### config.mk
export PLATFORM = sky130hd
export DESIGN_NAME = atd_top
export DESIGN_NICKNAME = d
export VERILOG_FILES = /design/src/hdl/atd_pkg.sv /design/src/hdl/atd_axil.sv /design/src/hdl/atd_top.sv
export SDC_FILE = /design/constraint.sdc
export NUM_CORES = 1
export LEC_CHECK = 0
export ABC_AREA = 1
export BUFFER_PORTS_ARGS = -buffer_cell sky130_fd_sc_hd__buf_2
export CAP_MARGIN = 20
export CORE_MARGIN = 4
export CORE_UTILIZATION = 25
export CTS_CLUSTER_SIZE = 16
export DETAILED_ROUTE_END_ITERATION = 6
export HOLD_SLACK_MARGIN = 0.05
export PLACE_DENSITY = 0.38
export SLEW_MARGIN = 25
export SYNTH_ARGS = -nofsm -noshare
export SYNTH_HDL_FRONTEND = slang
export SYNTH_HIERARCHICAL = 1
export SYNTH_SLANG_ARGS = --single-unit
export TNS_END_PERCENT = 10
### constraint.sdc
create_clock -name aclk -period 7.6 [get_ports aclk]
set_input_delay 1.14 -clock aclk [delete_from_list [all_inputs] [get_ports aclk]]
set_output_delay 1.14 -clock aclk [all_outputs]
set_load 0.01 [all_outputs]
### src/hdl/atd_pkg.sv
// package: register map, field layout and timing constants of the auto transfer unit
// Operation
// - start on selected trigger or software flag
// - request bus, wait grant before cycles
// - byte transfer is load then store
// - words and streams repeat byte transfers
// - accesses take two or three cycles
// - activation to first load within eight
// - pointer zero is 18 bits, three bytes
// - increment disable bit freezes pointer zero
// - I/O pointer upper bits forced to 03F
// - pointer one increments in some modes
// - counter zero refuses activation
// - standard mode: one operation, decrement, irq at zero
// - no start after counter reached zero
// - burst moves count bytes, then irq
// - counter holds up to 255
// - burst stops on ext0 flag if enabled
// - emergency stop keeps counter and pointers
// - sixteen modes: 0-D standard, E-F burst
// - word I/O: even address, then odd
// - modes 0 and 1 keep both pointers
package atd_pkg;
   // ****************************************
   // register byte addresses
   // ****************************************
   localparam logic [7:0] ATD_OFF_CTRL0 = 8'h00;
   localparam logic [7:0] ATD_OFF_CTRL1 = 8'h04;
   localparam logic [7:0] ATD_OFF_COUNT = 8'h08;
   localparam logic [7:0] ATD_OFF_P0L = 8'h0C;
   localparam logic [7:0] ATD_OFF_P0M = 8'h10;
   localparam logic [7:0] ATD_OFF_P0H = 8'h14;
   localparam logic [7:0] ATD_OFF_P1L = 8'h18;
   localparam logic [7:0] ATD_OFF_P1M = 8'h1C;
   localparam logic [7:0] ATD_OFF_P1H = 8'h20;
   localparam logic [7:0] ATD_OFF_STAT = 8'h24;
   // ****************************************
   // fields
   // ****************************************
   localparam int ATD_C0_MODE_LSB = 0;
   localparam int ATD_C0_INCDIS_BIT = 4;
   localparam int ATD_C1_TRIG_LSB = 0;
   localparam int ATD_C1_BSTOP_BIT = 4;
   localparam int ATD_C1_SWACT_BIT = 7;
   localparam logic [3:0] ATD_MODE_BURST_E = 4'hE;
   localparam logic [9:0] ATD_IO_UPPER = 10'h03F;
   localparam logic [1:0] ATD_RESP_OKAY = 2'b00;
   localparam logic [1:0] ATD_RESP_SLVERR = 2'b10;
   // ****************************************
   // timing
   // ****************************************
   localparam int ATD_CLK_MHZ = 125;
   localparam int ATD_ACC_MEM_CYC = 2;
   localparam int ATD_ACC_IO_CYC = 3;
   localparam logic [1:0] ATD_ACC_MEM_LAST = 2'(ATD_ACC_MEM_CYC - 1);
   localparam logic [1:0] ATD_ACC_IO_LAST = 2'(ATD_ACC_IO_CYC - 1);
endpackage

### src/hdl/atd_axil.sv
// file: AXI4-Lite slave front end for the auto transfer unit
`timescale 1ns/1ps
`default_nettype none
module atd_axil
   import atd_pkg::*;
(
   input wire logic aclk,
   input wire logic aresetn,
   input wire logic s_awvalid,
   output logic s_awready,
   input wire logic [7:0] s_awaddr,
   input wire logic s_wvalid,
   output logic s_wready,
   input wire logic [31:0] s_wdata,
   input wire logic [3:0] s_wstrb,
   output logic s_bvalid,
   input wire logic s_bready,
   output logic [1:0] s_bresp,
   input wire logic s_arvalid,
   output logic s_arready,
   input wire logic [7:0] s_araddr,
   output logic s_rvalid,
   input wire logic s_rready,
   output logic [31:0] s_rdata,
   output logic [1:0] s_rresp,
   output logic wr_en,
   output logic [7:0] wr_addr,
   output logic [7:0] wr_data,
   output logic [7:0] rd_addr,
   input wire logic [7:0] rd_data,
   input wire logic rd_hit,
   input wire logic wr_hit
);
   typedef struct packed {
      logic aw_full;
      logic [7:0] aw;
      logic w_full;
      logic [7:0] wd;
      logic wlane;
      logic bvalid;
      logic [1:0] bresp;
      logic rvalid;
      logic [7:0] rdata;
      logic [1:0] rresp;
   } atd_bus_t;
   atd_bus_t q, d;

   // write fires once both halves are held and no response is pending
   logic fire;
   assign fire = q.aw_full && q.w_full && !q.bvalid;
   assign wr_en = fire && q.wlane && wr_hit;
   assign wr_addr = q.aw;
   assign wr_data = q.wd;
   assign rd_addr = s_araddr;

   always_comb begin
      d = q;
      if (s_awvalid && !q.aw_full) begin
         d.aw_full = 1'b1;
         d.aw = s_awaddr;
      end
      if (s_wvalid && !q.w_full) begin
         d.w_full = 1'b1;
         d.wd = s_wdata[7:0];
         d.wlane = s_wstrb[0];
      end
      if (fire) begin
         d.aw_full = 1'b0;
         d.w_full = 1'b0;
         d.bvalid = 1'b1;
         d.bresp = wr_hit ? ATD_RESP_OKAY : ATD_RESP_SLVERR;
      end else if (q.bvalid && s_bready) begin
         d.bvalid = 1'b0;
      end
      if (s_arvalid && !q.rvalid) begin
         d.rvalid = 1'b1;
         d.rdata = rd_data;
         d.rresp = rd_hit ? ATD_RESP_OKAY : ATD_RESP_SLVERR;
      end else if (q.rvalid && s_rready) begin
         d.rvalid = 1'b0;
      end
   end

   always_ff @(posedge aclk) begin
      if (!aresetn) begin
         q <= '0;
      end else begin
         q <= d;
      end
   end

   assign s_awready = !q.aw_full;
   assign s_wready = !q.w_full;
   assign s_bvalid = q.bvalid;
   assign s_bresp = q.bresp;
   assign s_arready = !q.rvalid;
   assign s_rvalid = q.rvalid;
   assign s_rdata = {24'h00_0000, q.rdata};
   assign s_rresp = q.rresp;
endmodule // atd_axil
`default_nettype wire

### src/hdl/atd_top.sv
// file: auto transfer unit, single channel byte DMA with register slave
`timescale 1ns/1ps
`default_nettype none
module atd_top
   import atd_pkg::*;
(
   input wire logic aclk,
   input wire logic aresetn,
   input wire logic s_awvalid,
   output logic s_awready,
   input wire logic [7:0] s_awaddr,
   input wire logic s_wvalid,
   output logic s_wready,
   input wire logic [31:0] s_wdata,
   input wire logic [3:0] s_wstrb,
   output logic s_bvalid,
   input wire logic s_bready,
   output logic [1:0] s_bresp,
   input wire logic s_arvalid,
   output logic s_arready,
   input wire logic [7:0] s_araddr,
   output logic s_rvalid,
   input wire logic s_rready,
   output logic [31:0] s_rdata,
   output logic [1:0] s_rresp,
   input wire logic [15:0] trigger_in,
   input wire logic ext0_request_flag,
   output logic bus_request,
   input wire logic bus_grant,
   output logic mem_rd,
   output logic mem_wr,
   output logic [17:0] mem_addr,
   output logic [7:0] mem_wdata,
   input wire logic [7:0] mem_rdata,
   output logic transfer_done_irq
);
   // ****************************************
   // state
   // ****************************************
   typedef enum logic [2:0] {
      ATD_IDLE = 3'b000,
      ATD_REQ = 3'b001,
      ATD_LOAD = 3'b011,
      ATD_STORE = 3'b010,
      ATD_NEXT = 3'b110
   } atd_state_t;

   typedef struct packed {
      atd_state_t st;
      logic [7:0] ctrl0;
      logic [7:0] ctrl1;
      logic [7:0] count;
      logic [17:0] ptr0;
      logic [17:0] ptr1;
      logic [7:0] data;
      logic [1:0] wait_cnt;
      logic second;
      logic pending;
      logic done;
      logic [15:0] trig_prev;
      logic bus_request;
      logic mem_rd;
      logic mem_wr;
      logic [17:0] mem_addr;
      logic [7:0] mem_wdata;
      logic irq;
   } atd_regs_t;
   atd_regs_t q, d;

   logic wr_en, rd_hit, wr_hit;
   logic [7:0] wr_addr, wr_data, rd_addr, rd_data;

   atd_axil u_axil (
      .aclk(aclk),
      .aresetn(aresetn),
      .s_awvalid(s_awvalid),
      .s_awready(s_awready),
      .s_awaddr(s_awaddr),
      .s_wvalid(s_wvalid),
      .s_wready(s_wready),
      .s_wdata(s_wdata),
      .s_wstrb(s_wstrb),
      .s_bvalid(s_bvalid),
      .s_bready(s_bready),
      .s_bresp(s_bresp),
      .s_arvalid(s_arvalid),
      .s_arready(s_arready),
      .s_araddr(s_araddr),
      .s_rvalid(s_rvalid),
      .s_rready(s_rready),
      .s_rdata(s_rdata),
      .s_rresp(s_rresp),
      .wr_en(wr_en),
      .wr_addr(wr_addr),
      .wr_data(wr_data),
      .rd_addr(rd_addr),
      .rd_data(rd_data),
      .rd_hit(rd_hit),
      .wr_hit(wr_hit)
   );

   // ****************************************
   // mode decode
   // ****************************************
   logic [3:0] mode;
   logic incdis, bstop, burst, io_mode, p1_inc, dir_p1_src, two_bytes, p0_inc_ok;
   assign mode = q.ctrl0[ATD_C0_MODE_LSB +: 4];
   assign incdis = q.ctrl0[ATD_C0_INCDIS_BIT];
   assign bstop = q.ctrl1[ATD_C1_BSTOP_BIT];
   assign burst = (mode >= ATD_MODE_BURST_E);
   assign io_mode = (mode <= 4'h9);
   assign p1_inc = (mode >= 4'hC);
   assign two_bytes = (mode >= 4'h4 && mode <= 4'h9) || mode == 4'hC || mode == 4'hD;
   // direction per byte: odd modes read pointer one; 6-9 read pointer one on first byte, pointer zero on second
   always_comb begin
      dir_p1_src = mode[0];
      if (mode >= 4'h6 && mode <= 4'h9) begin
         dir_p1_src = !q.second;
      end
   end
   // pointer zero step per byte; 0,1,A,B fixed, 7 and 9 hold on second
   always_comb begin
      unique case (mode)
         4'h0, 4'h1, 4'hA, 4'hB: p0_inc_ok = 1'b0;
         4'h7, 4'h9: p0_inc_ok = !q.second;
         default: p0_inc_ok = 1'b1;
      endcase
   end

   // I/O window replaces upper ten bits; odd partner for word modes
   logic [17:0] p1_eff;
   always_comb begin
      p1_eff = q.ptr1;
      if (io_mode) begin
         p1_eff = {ATD_IO_UPPER, q.ptr1[7:0]};
         if ((mode == 4'h4 || mode == 4'h5 || mode == 4'h8 || mode == 4'h9) && q.second) begin
            p1_eff[0] = 1'b1;
         end
      end
   end

   logic [17:0] src, dst;
   assign src = dir_p1_src ? p1_eff : q.ptr0;
   assign dst = dir_p1_src ? q.ptr0 : p1_eff;

   // I/O accesses cost one cycle more than memory
   logic [1:0] acc_last;
   assign acc_last = (q.mem_addr[17:8] == ATD_IO_UPPER) ? ATD_ACC_IO_LAST : ATD_ACC_MEM_LAST;

   // ****************************************
   // triggers
   // ****************************************
   logic trig_edge, sw_act;
   logic [3:0] tsel;
   assign tsel = q.ctrl1[ATD_C1_TRIG_LSB +: 4];
   assign trig_edge = trigger_in[tsel] && !q.trig_prev[tsel];
   assign sw_act = wr_en && wr_addr == ATD_OFF_CTRL1 && wr_data[ATD_C1_SWACT_BIT];

   // ****************************************
   // register read mux
   // ****************************************
   always_comb begin
      rd_hit = 1'b1;
      unique case (rd_addr)
         ATD_OFF_CTRL0: rd_data = q.ctrl0;
         ATD_OFF_CTRL1: rd_data = {1'b0, q.ctrl1[6:0]};
         ATD_OFF_COUNT: rd_data = q.count;
         ATD_OFF_P0L: rd_data = q.ptr0[7:0];
         ATD_OFF_P0M: rd_data = q.ptr0[15:8];
         ATD_OFF_P0H: rd_data = {6'h00, q.ptr0[17:16]};
         ATD_OFF_P1L: rd_data = q.ptr1[7:0];
         ATD_OFF_P1M: rd_data = q.ptr1[15:8];
         ATD_OFF_P1H: rd_data = {6'h00, q.ptr1[17:16]};
         ATD_OFF_STAT: rd_data = {5'h00, q.done, q.pending, q.st != ATD_IDLE};
         default: begin
            rd_data = 8'h00;
            rd_hit = 1'b0;
         end
      endcase
   end
   assign wr_hit = wr_addr <= ATD_OFF_STAT && wr_addr[1:0] == 2'b00;

   // ****************************************
   // engine
   // ****************************************
   always_comb begin
      d = q;
      d.trig_prev = trigger_in;
      d.irq = 1'b0;
      d.mem_rd = 1'b0;
      d.mem_wr = 1'b0;
      if (wr_en && q.st == ATD_IDLE) begin
         unique case (wr_addr)
            ATD_OFF_CTRL0: d.ctrl0 = wr_data;
            ATD_OFF_CTRL1: d.ctrl1 = {1'b0, wr_data[6:0]};
            ATD_OFF_COUNT: begin
               d.count = wr_data;
               d.done = 1'b0;
            end
            ATD_OFF_P0L: d.ptr0[7:0] = wr_data;
            ATD_OFF_P0M: d.ptr0[15:8] = wr_data;
            ATD_OFF_P0H: d.ptr0[17:16] = wr_data[1:0];
            ATD_OFF_P1L: d.ptr1[7:0] = wr_data;
            ATD_OFF_P1M: d.ptr1[15:8] = wr_data;
            ATD_OFF_P1H: d.ptr1[17:16] = wr_data[1:0];
            default: ;
         endcase
      end
      unique case (q.st)
         ATD_IDLE: begin
            if (q.pending && q.count != 8'h00) begin
               d.pending = 1'b0;
               d.bus_request = 1'b1;
               d.second = 1'b0;
               d.st = ATD_REQ;
            end else begin
               d.pending = 1'b0;
            end
         end
         ATD_REQ: begin
            // core answers within four cycles, first load follows at once
            if (bus_grant) begin
               d.mem_rd = 1'b1;
               d.mem_addr = src;
               d.wait_cnt = 2'd0;
               d.st = ATD_LOAD;
            end
         end
         ATD_LOAD: begin
            if (q.wait_cnt == acc_last) begin
               d.data = mem_rdata;
               d.mem_wr = 1'b1;
               d.mem_addr = dst;
               d.mem_wdata = mem_rdata;
               d.wait_cnt = 2'd0;
               d.st = ATD_STORE;
            end else begin
               d.mem_rd = 1'b1;
               d.wait_cnt = q.wait_cnt + 2'd1;
            end
         end
         ATD_STORE: begin
            if (q.wait_cnt == acc_last) begin
               if (p0_inc_ok && !incdis) begin
                  d.ptr0 = q.ptr0 + 18'd1;
               end
               if (p1_inc) begin
                  d.ptr1 = q.ptr1 + 18'd1;
               end
               d.st = ATD_NEXT;
            end else begin
               d.mem_wr = 1'b1;
               d.wait_cnt = q.wait_cnt + 2'd1;
            end
         end
         ATD_NEXT: begin
            if (burst) begin
               d.count = q.count - 8'd1;
               if (q.count == 8'd1) begin
                  d.irq = 1'b1;
                  d.done = 1'b1;
                  d.bus_request = 1'b0;
                  d.st = ATD_IDLE;
               end else if (bstop && ext0_request_flag) begin
                  // pointers and count stand as they are for resume
                  d.bus_request = 1'b0;
                  d.st = ATD_IDLE;
               end else begin
                  d.st = ATD_REQ;
               end
            end else if (two_bytes && !q.second) begin
               d.second = 1'b1;
               d.st = ATD_REQ;
            end else begin
               d.count = q.count - 8'd1;
               d.bus_request = 1'b0;
               d.st = ATD_IDLE;
               if (q.count == 8'd1) begin
                  d.irq = 1'b1;
                  d.done = 1'b1;
               end
            end
         end
         default: d.st = ATD_IDLE;
      endcase
      // a request is caught even mid-operation and served afterward
      // set last, so a fresh request wins over the clear taken at start
      if ((trig_edge || sw_act) && q.count != 8'h00 && !q.done) begin
         d.pending = 1'b1;
      end
   end

   always_ff @(posedge aclk) begin
      if (!aresetn) begin
         q <= '0;
      end else begin
         q <= d;
      end
   end

   assign bus_request = q.bus_request;
   assign mem_rd = q.mem_rd;
   assign mem_wr = q.mem_wr;
   assign mem_addr = q.mem_addr;
   assign mem_wdata = q.mem_wdata;
   assign transfer_done_irq = q.irq;
endmodule // atd_top
`default_nettype wire

==> summary.txt, run 1 <==
Clocking
  • H-tree depth reported by CTS: 4
  • TritonCTS Buffers: 17
  • Number of setup buffers added after CTS: 0
  • Root Buffer Master: sky130_fd_sc_hd__clkbuf_16
  • Clock transition at the registers of the reported paths: 70 ps
  • # hold bufs at CTS: 0
  • Resize count post-CTS: 0
  • Clk buf depth: 2
  • Clock insertion delay at the later pin of the skew report: 440 ps
  • TritonCTS clock tree: built
  • Number of sinks on the clock net: 144

STA
  • Headroom to the max-slew limit: 39.5%
  • Worst-margin pin slew: 907 ps
  • Worst Skew: 16.0 ps
  • Fin. Hold Viols: 0
  • RSZ-0062 raised after global routing: false
  • Fmax achieved: 331 MHz
  • Share of the cycle needed by the critical path after routing: 39.7%
  • Min Tclk post-route: 3020 ps
  • Summed negative setup slack over all endpoints: 0 ps
  • Total of endpoints with negative setup slack in the final report: 0
  • Final worst hold slack: 479 ps
  • Final-report max-slew violation count: 0

Yosys
  • Average cell area after synthesis: 6.51 um^2
  • Post-synth EDFFs: 0
  • Portion of the post-synthesis area used by sequential elements: 32.9%
  • Number of cells produced by synthesis: 1346
  • Synth unique cells: 43
  • Cell taking the most area after synthesis: sky130_fd_sc_hd__dfxtp_1
  • Synth area leaders: sky130_fd_sc_hd__dfxtp_1, sky130_fd_sc_hd__nand2_1, sky130_fd_sc_hd__nor2_1
  • Netlist area before placement: 0.00876 mm^2
  • Count of synthesis-stage warnings from yosys: 6
  • Share of Yosys cell area claimed by the top area cell type: 32.9%
  • Async SR Flop Fraction: 0%
  • #FFs+latches synth: 144
  • Leading cell type by number of instances after synthesis: sky130_fd_sc_hd__nand2_1
  • Most used standard cells in the synthesized netlist: sky130_fd_sc_hd__nand2_1, sky130_fd_sc_hd__nor2_1, sky130_fd_sc_hd__inv_1, sky130_fd_sc_hd__dfxtp_1, sky130_fd_sc_hd__o21ai_0
  • Main synth FF type: sky130_fd_sc_hd__dfxtp_1

Critical path
  • Endpoint required time on the critical path: 7940 ps
  • Critical Path AT: 3360 ps
  • Beginning of the worst register-to-register path: u_axil/wr_addr[1]
  • Cell breakdown of the critical path: or2_1, nor3_1, o211ai_1, a21oi_1, nand4_1, nor2_1, nand2_2, nor2_2, nand2_1, nand2_1, o21ai_1, o21ai_0, nor2_1
  • Crit path kind: reg -> reg
  • Kind of start point of the critical path: register
  • Worst-case register-to-register setup slack: 4580 ps
  • Critical Path Slowest Stage Cell: sky130_fd_sc_hd__nand2_1
  • R2R cell count: 13
  • Maximum fanout count along the critical path: 16
  • Stages on worst setup path: 13
  • CP top delay family: simple AND/OR/NAND/NOR gates
  • Max stage delay on crit path: 420 ps
  • FF-to-FF End: q[81]
  • Worst setup EP type: register
  • Combined buffer and inverter count along the critical path: 0

Power
  • Power dissipated by switching net loads: 0.000472 W
  • Gate power share: 7.8%
  • Internal cell power: 0.00135 W
  • Proportion of power drawn by flip-flops and latches: 43.5%
  • Power density normalized to cell area: 188 mW/mm^2
  • Peak VDD IR: 0.158 mV
  • Share of power burned in the clock network: 48.7%
  • Reported leakage power: 4.45 nW
  • Switching share of power: 26.0%

Placed design
  • Weighted congestion reported at the end of routability-driven placement: 0.920
  • Dpl hpwl: 22000 um
  • Port bufs: 102

Finish
  • Number of fill cells: 3977
  • Sequential cell area in the final layout: 0.00288 mm^2
  • NumNets Final: 1452
  • Number of diodes: 0
  • Proportion of layout cells with a drive suffix above 1: 13.4%
  • Multi-input combinational cell area: 0.00450 mm^2
  • Final core utilization: 28.1%
  • Layout Area Growth over Synthesis: 10.6%

Global route
  • First-pass GRT wire length: 45500 um
  • Vias in the first global route: 7901
  • Congestion Overflow GR: 0
  • Largest net degree at the start of global routing: 84
  • Initial antenna violation count: 0
  • Total global routing track utilization: 15.3%

Route
  • Number of DRC violations after detailed routing: 0
  • Antenna Violating Nets Remaining: 0
  • First drt pass iteration count: 5
  • Detailed-route wire length per cell: 16.1 um
  • Count of vias placed by the detailed router: 8210
  • Drt first-iter violations: 524
  • Total wirelength of the detailed-routed design: 29400 um
  • Avg Vias per Cell: 4.48

Flow run
  • Max-cap violations: 0

Worst hold path
  • Hold-critical path depth: 2
  • Hold Path Sink: u_axil/s_rdata[3]
  • Hold_sp: u_axil/s_rdata[3]
  • Worst hold path type: reg -> reg

Die
  • Chip width: 195 um
  • Area of the placeable core: 0.0345 mm^2
  • Number of I/O pins: 156
  • Vert. Die Dim: 195 um
  • Die area: 0.0381 mm^2
  • Effective utilization at floorplan: 25.4%
  • Standard-cell row count: 68

Outcome
  • Status: finished, final reports clean
## flip-flops by register name, summed over array words and instances (netlist names), 3 cells and up
signal,flops
mem_addr,18
mem_wdata,8
mode,4
q,77
u_axil/q,3
u_axil/s_rdata,8
u_axil/wr_addr,8
u_axil/wr_data,8
## logic make-up after synthesis
kind of cell / after synthesis / share of synthesized area, %
adder cells (fa/ha/maj): 4 / 0.571
AND/OR/NAND/NOR: 630 / 30.9
XOR/XNOR: 30 / 3.00
AO/OA/AOI/OAI: 247 / 15.8
other: 1 / 0.0428
flip-flops: 144 / 32.9
buffers and inverters: 290 / 16.8
## through the flow
stage	cells	power [W]	cell area (um^2)	worst slack, ps
6_report	1831	0.00182	9690	4580
5_1_grt	1831	0.00190	9690	3990
4_1_cts	1831	0.00186	9690	4530
3_5_place_dp	1799	0.000953	9090	4520
3_3_place_gp	1799	0.000952	9090	4540
2_1_floorplan	1371	0.000923	8860	5130
## cell usage in the layout (no fill, tap or decap), types with 4 or more instances in the layout
| cell | synthesis | layout |
|---|---|---|
| sky130_fd_sc_hd__o21ai_0 | 98 | 98 |
| sky130_fd_sc_hd__a211oi_1 | 7 | 7 |
| sky130_fd_sc_hd__a21oi_1 | 49 | 49 |
| sky130_fd_sc_hd__nand4_1 | 13 | 13 |
| sky130_fd_sc_hd__nor2_1 | 206 | 205 |
| sky130_fd_sc_hd__dfxtp_1 | 144 | 144 |
| sky130_fd_sc_hd__clkbuf_16 | 0 | 17 |
| sky130_fd_sc_hd__o211ai_1 | 12 | 12 |
| sky130_fd_sc_hd__buf_2 | 16 | 101 |
| sky130_fd_sc_hd__inv_1 | 146 | 146 |
| sky130_fd_sc_hd__o21ai_2 | 9 | 9 |
| sky130_fd_sc_hd__xor2_1 | 27 | 27 |
| sky130_fd_sc_hd__inv_2 | 7 | 7 |
| sky130_fd_sc_hd__ha_1 | 4 | 4 |
| sky130_fd_sc_hd__buf_4 | 89 | 6 |
| sky130_fd_sc_hd__o22ai_1 | 18 | 18 |
| sky130_fd_sc_hd__nand2_1 | 261 | 261 |
| sky130_fd_sc_hd__nand2_2 | 5 | 5 |
| sky130_fd_sc_hd__nor2_2 | 13 | 14 |
| sky130_fd_sc_hd__nand3_1 | 91 | 91 |
| sky130_fd_sc_hd__o21ai_1 | 44 | 44 |
| sky130_fd_sc_hd__nand3b_1 | 11 | 11 |
| sky130_fd_sc_hd__conb_1 | 1 | 26 |
| sky130_fd_sc_hd__nor3_1 | 19 | 19 |
## worst reg2reg max path: stages (launching register included)
cell                       delay (ps)
sky130_fd_sc_hd__dfxtp_1          310
sky130_fd_sc_hd__or2_1            320
sky130_fd_sc_hd__nor3_1           340
sky130_fd_sc_hd__o211ai_1         130
sky130_fd_sc_hd__a21oi_1          190
sky130_fd_sc_hd__nand4_1          150
sky130_fd_sc_hd__nor2_1           290
sky130_fd_sc_hd__nand2_2          140
sky130_fd_sc_hd__nor2_2           170
sky130_fd_sc_hd__nand2_1          420
sky130_fd_sc_hd__nand2_1          180
sky130_fd_sc_hd__o21ai_1           70
sky130_fd_sc_hd__o21ai_0          180
sky130_fd_sc_hd__nor2_1            50
## power groups by stage
stage | combinational, W | clock [W] | sequential, W
floorplan | 0.000123 | 0 | 0.000801
global placement | 0.000144 | 0 | 0.000808
detailed placement | 0.000145 | 0 | 0.000808
CTS | 0.000146 | 0.000921 | 0.000791
global route | 0.000163 | 0.000949 | 0.000793
finish | 0.000142 | 0.000885 | 0.000791
## worst max-delay path by stage
stage / from / end
floorplan: u_axil/wr_addr[1] / q[83]
global placement: u_axil/wr_addr[1] / q[77]
detailed placement: u_axil/wr_addr[1] / q[81]
CTS: u_axil/wr_addr[1] / q[81]
global route: u_axil/wr_addr[1] / q[80]
finish: u_axil/wr_addr[1] / q[81]
## layer usage
metal	vias up	GRT usage [%]	share of wire [%]
met5	-	0	0
met4	0	4.71	2.1
met3	31	2.76	4.3
met2	168	26.2	48
met1	3765	19.7	45
li1	4246	-	-
## area by class of cell
type                            instances  area share, %
Multi-Input combinational cell        937           46.4
Clock inverter                         12           1.63
Clock buffer                           20           4.61
Tap cell                              455           5.87
Timing Repair Buffer                  107           5.68
Inverter                              156           6.04
Sequential cell                       144           29.7
Power figures use the tool's default switching activity.
==> inputs of run 2 (changes only) <==
clock period = 3.15 ns   (was 7.6 ns; I/O delays follow)
==> run 2 against run 1 <==
Die area unchanged. Non-clock buffer count increased by 8. Sequential share of layout area is 0.14 points lower. Cell count rose by 0.44%. Largest cell class unchanged. Clock-buffer cell count fell by 1. Highest routed layer unchanged. Worst hold slack got worse by 260 ps. Total power grew 140%. Clock power rose by 130%. Sequential power grew 140%. Maximum frequency up 13%. Critical path depth unchanged. Via count up 1.5%.
==> summary.txt, run 2 (synthesis results as in run 1) <==
Outcome
  • Status: finished, final reports clean (unchanged)

Global route
  • Vias in the first global route: 7970 (was 7901)
  • Initial antenna violation count: 1 (was 0)
  • Total global routing track utilization: 15.3% (about the same)
  • Largest net degree at the start of global routing: 117 (was 84)
  • Congestion Overflow GR: 0 (unchanged)
  • First-pass GRT wire length: 45600 um (was 45500 um)

Clocking
  • Number of setup buffers added after CTS: 0 (unchanged)
  • H-tree depth reported by CTS: 4 (unchanged)
  • Clock transition at the registers of the reported paths: 70 ps (about the same)
  • Clock insertion delay at the later pin of the skew report: 440 ps (about the same)
  • Resize count post-CTS: 0 (unchanged)
  • # hold bufs at CTS: 0 (unchanged)
  • Root Buffer Master: sky130_fd_sc_hd__clkbuf_16 (unchanged)
  • Number of sinks on the clock net: 144 (unchanged)
  • Clk buf depth: 2 (unchanged)
  • TritonCTS clock tree: built (unchanged)
  • TritonCTS Buffers: 17 (unchanged)

Critical path
  • FF-to-FF End: q[98] (was q[81])
  • Crit path kind: reg -> reg (unchanged)
  • Worst setup EP type: register (unchanged)
  • Endpoint required time on the critical path: 3490 ps (was 7940 ps)
  • Critical Path AT: 3010 ps (was 3360 ps)
  • Maximum fanout count along the critical path: 17 (was 16)
  • Worst-case register-to-register setup slack: 480 ps (was 4580 ps)
  • Beginning of the worst register-to-register path: u_axil/wr_addr[1] (unchanged)
  • R2R cell count: 13 (unchanged)
  • First element of the critical path: u_axil/wr_addr[1] (unchanged)
  • Kind of start point of the critical path: register (unchanged)

STA
  • Summed negative setup slack over all endpoints: 0 ps (unchanged)
  • Final-report max-slew violation count: 0 (unchanged)
  • Fmax achieved: 375 MHz (was 331 MHz)
  • Fin. Hold Viols: 0 (unchanged)
  • Total of endpoints with negative setup slack in the final report: 0 (unchanged)
  • Min Tclk post-route: 2670 ps (was 3020 ps)
  • RSZ-0062 raised after global routing: false (unchanged)
  • Headroom to the max-slew limit: 39.5% (about the same)
  • Worst-margin pin slew: 905 ps (was 907 ps)
  • Worst Skew: 8.37 ps (was 16.0 ps)
  • Share of the cycle needed by the critical path after routing: 84.7% (was 39.7%)

Finish
  • Biggest register: q (unchanged)
  • Post-layout instance area: 0.00974 mm^2 (was 0.00969 mm^2)
  • Number of flip-flops under the largest register name: 77 (unchanged)
  • Layout Area Growth over Synthesis: 11.2% (was 10.6%)
  • Sequential cell area in the final layout: 0.00288 mm^2 (unchanged)
  • NumNets Final: 1460 (was 1452)
  • Number of diodes: 0 (unchanged)
  • Proportion of layout cells with a drive suffix above 1: 14.0% (was 13.4%)
  • Commonest non-fill, non-tap cell in the layout: sky130_fd_sc_hd__nand2_1 (unchanged)
  • Final core utilization: 28.2% (was 28.1%)
  • Multi-input combinational cell area: 0.00450 mm^2 (about the same)
  • Number of fill cells: 3922 (was 3977)
  • Highest-count cells in the layout ignoring fill and taps: sky130_fd_sc_hd__nand2_1, sky130_fd_sc_hd__nor2_1, sky130_fd_sc_hd__inv_1, sky130_fd_sc_hd__dfxtp_1, sky130_fd_sc_hd__buf_2 (unchanged)

Placed design
  • Port bufs: 102 (unchanged)
  • Placed inst area: 0.00916 mm^2 (was 0.00909 mm^2)
  • Dpl hpwl: 22000 um (about the same)
  • Weighted congestion reported at the end of routability-driven placement: 0.900 (was 0.920)

Die
  • Area of the placeable core: 0.0345 mm^2 (unchanged)
  • Die area: 0.0381 mm^2 (unchanged)
  • Standard-cell row count: 68 (unchanged)
  • Effective utilization at floorplan: 25.4% (unchanged)
  • Vert. Die Dim: 195 um (unchanged)
  • Chip width: 195 um (unchanged)
  • Number of I/O pins: 156 (unchanged)

Worst hold path
  • Hold Path Sink: q[31] (was u_axil/s_rdata[3])
  • Worst hold path type: in -> reg (was reg -> reg)
  • Hold_sp: trigger_in[1] (was u_axil/s_rdata[3])
  • Hold-critical path depth: 3 (was 2)

Flow run
  • Max-cap violations: 0 (unchanged)

Route
  • Detailed-route wire length per cell: 16.1 um (about the same)
  • Count of vias placed by the detailed router: 8335 (was 8210)
  • First drt pass iteration count: 5 (unchanged)
  • Antenna Violating Nets Remaining: 0 (unchanged)
  • Total wirelength of the detailed-routed design: 29600 um (was 29400 um)
  • Avg Vias per Cell: 4.53 (was 4.48)
  • Drt first-iter violations: 464 (was 524)
  • Number of DRC violations after detailed routing: 0 (unchanged)

Power
  • Reported leakage power: 4.48 nW (was 4.45 nW)
  • Peak VDD IR: 0.371 mV (was 0.158 mV)
  • Power density normalized to cell area: 441 mW/mm^2 (was 188 mW/mm^2)
run 2: where the power goes:
group	switching, W	total, W	internal (W)
sequential	0.0000382	0.00191	0.00187
clock	0.000895	0.00204	0.00114
combinational	0.000240	0.000353	0.000112
run 2: routing by layer:
metal | vias up | track usage [%] | share of wire, %
met1 | 3858 | 19.9 | 46
met5 | - | 0 | 0
li1 | 4272 | - | -
met3 | 27 | 2.98 | 4.6
met4 | 0 | 4.24 | 1.9
met2 | 178 | 26.1 | 48
run 2: final cells by class:
cell class | instances | area share [%]
timing repair buffer | 115 | 6.40
inverter | 156 | 6.01
clock inverter | 13 | 1.30
multi-input combinational | 937 | 46.2
tap | 455 | 5.85
clock buffer | 19 | 4.65
sequential | 144 | 29.6
run 2: worst max path at each step:
| stage | slack, ps | depth (start not counted) | to |
|---|---|---|---|
| 2_1_floorplan | 680 | 16 | q[83] |
| 3_3_place_gp | 490 | 13 | q[98] |
| 3_5_place_dp | 480 | 13 | q[98] |
| 4_1_cts | 470 | 13 | q[98] |
| 5_1_grt | 90 | 13 | q[98] |
| 6_report | 480 | 13 | q[98] |
run 2: critical path, stage by stage, from the launching register on:
cell	delay [ps]
sky130_fd_sc_hd__dfxtp_1	300
sky130_fd_sc_hd__or2_1	320
sky130_fd_sc_hd__nor3_1	220
sky130_fd_sc_hd__o211ai_1	110
sky130_fd_sc_hd__a21oi_1	190
sky130_fd_sc_hd__nand4_1	150
sky130_fd_sc_hd__nor2_1	180
sky130_fd_sc_hd__nand2_2	110
sky130_fd_sc_hd__nor2_2	150
sky130_fd_sc_hd__nand2_1	360
sky130_fd_sc_hd__nor2_1	200
sky130_fd_sc_hd__a21oi_1	50
sky130_fd_sc_hd__o21ai_0	160
sky130_fd_sc_hd__inv_1	50
run 2: through the flow:
| stage | total power, W | std cells | hold slack [ps] | setup WS [ps] |
|---|---|---|---|---|
| after floorplan | 0.00223 | 1371 | 456 | 677 |
| after global placement | 0.00230 | 1807 | 460 | 492 |
| after detailed placement | 0.00231 | 1807 | 467 | 476 |
| after CTS | 0.00439 | 1839 | 193 | 466 |
| after global routing | 0.00449 | 1839 | 206 | 90.5 |
| final | 0.00430 | 1839 | 223 | 482 |
==> inputs of run 3 (changes only) <==
clock period = 2.5 ns   (was 3.15 ns; I/O delays follow)
==> run 3 against run 2 <==
Via count down 0.23%. Combinational power up 31%. Cell count up 0.71%. Largest power group unchanged. Cell area up 1.6%. Clock skew up 7.8 ps.
==> summary.txt, run 3 (synthesis results as in run 1) <==
Clocking
  • H-tree depth reported by CTS: 4 (unchanged)
  • Number of sinks on the clock net: 144 (unchanged)
  • Number of setup buffers added after CTS: 0 (unchanged)
  • Clock transition at the registers of the reported paths: 70 ps (about the same)
  • TritonCTS Buffers: 17 (unchanged)
  • TritonCTS clock tree: built (unchanged)
  • Clock insertion delay at the later pin of the skew report: 440 ps (about the same)
  • # hold bufs at CTS: 0 (unchanged)
  • Resize count post-CTS: 0 (unchanged)
  • Clk buf depth: 2 (unchanged)
  • Root Buffer Master: sky130_fd_sc_hd__clkbuf_16 (unchanged)

Finish
  • Commonest non-fill, non-tap cell in the layout: sky130_fd_sc_hd__nand2_1 (unchanged)
  • Number of flip-flops under the largest register name: 77 (unchanged)
  • Final core utilization: 28.7% (was 28.2%)
  • Final instance count without filler cells: 1852 (was 1839)
  • Number of fill cells: 3991 (was 3922)
  • NumNets Final: 1472 (was 1460)
  • Proportion of layout cells with a drive suffix above 1: 14.9% (was 14.0%)
  • Highest-count cells in the layout ignoring fill and taps: sky130_fd_sc_hd__nand2_1, sky130_fd_sc_hd__nor2_1, sky130_fd_sc_hd__inv_1, sky130_fd_sc_hd__dfxtp_1, sky130_fd_sc_hd__buf_2 (unchanged)
  • Biggest register: q (unchanged)
  • Multi-input combinational cell area: 0.00453 mm^2 (was 0.00450 mm^2)
  • Layout Area Growth over Synthesis: 13.0% (was 11.2%)
  • Sequential cell area in the final layout: 0.00288 mm^2 (unchanged)
  • Post-layout instance area: 0.00990 mm^2 (was 0.00974 mm^2)

Route
  • First drt pass iteration count: 5 (unchanged)
  • Total wirelength of the detailed-routed design: 29600 um (about the same)
  • Drt first-iter violations: 493 (was 464)
  • Count of vias placed by the detailed router: 8316 (was 8335)
  • Number of DRC violations after detailed routing: 0 (unchanged)
  • Antenna Violating Nets Remaining: 0 (unchanged)
  • Detailed-route wire length per cell: 16.0 um (was 16.1 um)
  • Avg Vias per Cell: 4.49 (was 4.53)

Critical path
  • Most common cell on crit path: sky130_fd_sc_hd__nor2_2
  • Crit path kind: reg -> reg (unchanged)
  • Critical Path Slowest Stage Cell: sky130_fd_sc_hd__dfxtp_1 (was sky130_fd_sc_hd__nand2_1)
  • Maximum fanout count along the critical path: 17 (unchanged)
  • Worst setup EP type: register (unchanged)
  • Max stage delay on crit path: 300 ps (was 360 ps)
  • Endpoint required time on the critical path: 2830 ps (was 3490 ps)
  • Kind of start point of the critical path: register (unchanged)
  • Cell breakdown of the critical path: or2_1, nor3_2, o211ai_1, a21oi_2, nand4_1, nor2_2, nand2_2, nor2_2, nand2_1, buf_12, nor2_1, a21oi_1, o21ai_0, inv_1 (was or2_1, nor3_1, o211ai_1, a21oi_1, nand4_1, nor2_1, nand2_2, nor2_2, nand2_1, nor2_1, a21oi_1, o21ai_0, inv_1)
  • Critical Path AT: 2650 ps (was 3010 ps)
  • Worst-case register-to-register setup slack: 180 ps (was 480 ps)

Global route
  • Congestion Overflow GR: 0 (unchanged)
  • First-pass GRT wire length: 45900 um (was 45600 um)
  • Total global routing track utilization: 15.5% (was 15.3%)
  • Initial antenna violation count: 1 (unchanged)
  • Vias in the first global route: 8072 (was 7970)
  • Largest net degree at the start of global routing: 117 (unchanged)

STA
  • Min Tclk post-route: 2320 ps (was 2670 ps)
  • Share of the cycle needed by the critical path after routing: 92.9% (was 84.7%)
  • Summed negative setup slack over all endpoints: 0 ps (unchanged)
  • Headroom to the max-slew limit: 59.1% (was 39.5%)
  • Worst Skew: 16.2 ps (was 8.37 ps)
  • Total of endpoints with negative setup slack in the final report: 0 (unchanged)
  • Worst-margin pin slew: 614 ps (was 905 ps)
  • Final-report max-slew violation count: 0 (unchanged)
  • RSZ-0062 raised after global routing: true (was false)
  • Fin. Hold Viols: 0 (unchanged)
  • Fmax achieved: 431 MHz (was 375 MHz)
  • Final setup slack of the worst path: 177 ps (was 482 ps)

Die
  • Vert. Die Dim: 195 um (unchanged)
  • Chip width: 195 um (unchanged)
  • Die area: 0.0381 mm^2 (unchanged)
  • Standard-cell row count: 68 (unchanged)
  • Effective utilization at floorplan: 25.4% (unchanged)
  • Area of the placeable core: 0.0345 mm^2 (unchanged)
  • Number of I/O pins: 156 (unchanged)

Placed design
  • Weighted congestion reported at the end of routability-driven placement: 0.919 (was 0.900)
  • Placed Instances: 1819 (was 1807)
  • Placed inst area: 0.00930 mm^2 (was 0.00916 mm^2)
  • Dpl hpwl: 22300 um (was 22000 um)
  • Pre-CTS setup slack: 40.8 ps (was 476 ps)
  • Port bufs: 102 (unchanged)

Flow run
  • Max-cap violations: 0 (unchanged)

Power
  • Power density normalized to cell area: 549 mW/mm^2 (was 441 mW/mm^2)
  • Reported leakage power: 4.61 nW (was 4.48 nW)
  • Peak VDD IR: 0.448 mV (was 0.371 mV)

Worst hold path
  • Worst hold path type: in -> reg (unchanged)

Outcome
  • Status: finished, final reports clean (unchanged)
## run 3: changes by cell type in the layout (fill, tap and decap cells not counted), sizes merged
cell	change
buf	+12
clkinv	+5
inv	-3
clkinvlp	-2
bufinv	+1
clkbuf	-1
diode	+1
## run 3: final cells by class
class	count	area share, %
diodes	1	0.0253
clock buffers	18	4.34
clock inverters	14	1.42
inverters	156	5.92
multi-input cells	937	45.7
flip-flops and latches	144	29.1
well taps	455	5.75
repair buffers	127	7.71
## run 3: power by group
| group | total, W | switching, W | internal (W) |
|---|---|---|---|
| clock | 0.00256 | 0.00110 | 0.00147 |
| sequential | 0.00240 | 0.0000485 | 0.00236 |
| combinational | 0.000462 | 0.000309 | 0.000152 |
## run 3: through the flow
stage	power (W)	hold slack, ps
2_1_floorplan	0.00281	456
3_3_place_gp	0.00292	460
3_5_place_dp	0.00292	467
4_1_cts	0.00554	101
5_1_grt	0.00566	109
6_report	0.00543	131
## run 3: worst paths after layout
kind | startpoint | to | cells past startpoint
worst min-delay path | trigger_in[1] | q[31] | 3
worst max-delay path | u_axil/wr_addr[1] | q[98] | 14
worst min register to register | u_axil/s_rdata[1] | u_axil/s_rdata[1] | 2
worst max register to register | u_axil/wr_addr[1] | q[98] | 14
## run 3: layer usage
layer  GRT usage [%]  vias up  wire length (um)
met5               0        -                 0
met4            4.81        0               624
met3            2.85       23              1180
met2            26.3      157             14300
met1            19.9     3831             13500
li1                -     4305                 -
## run 3: critical path, delay by kind of cell (launching register included)
family | cells | cell delay [ps]
AO/OA/AOI/OAI | 4 | 500
buffers and inverters | 2 | 250
AND/OR/NAND/NOR | 8 | 1180
flip-flops | 1 | 300
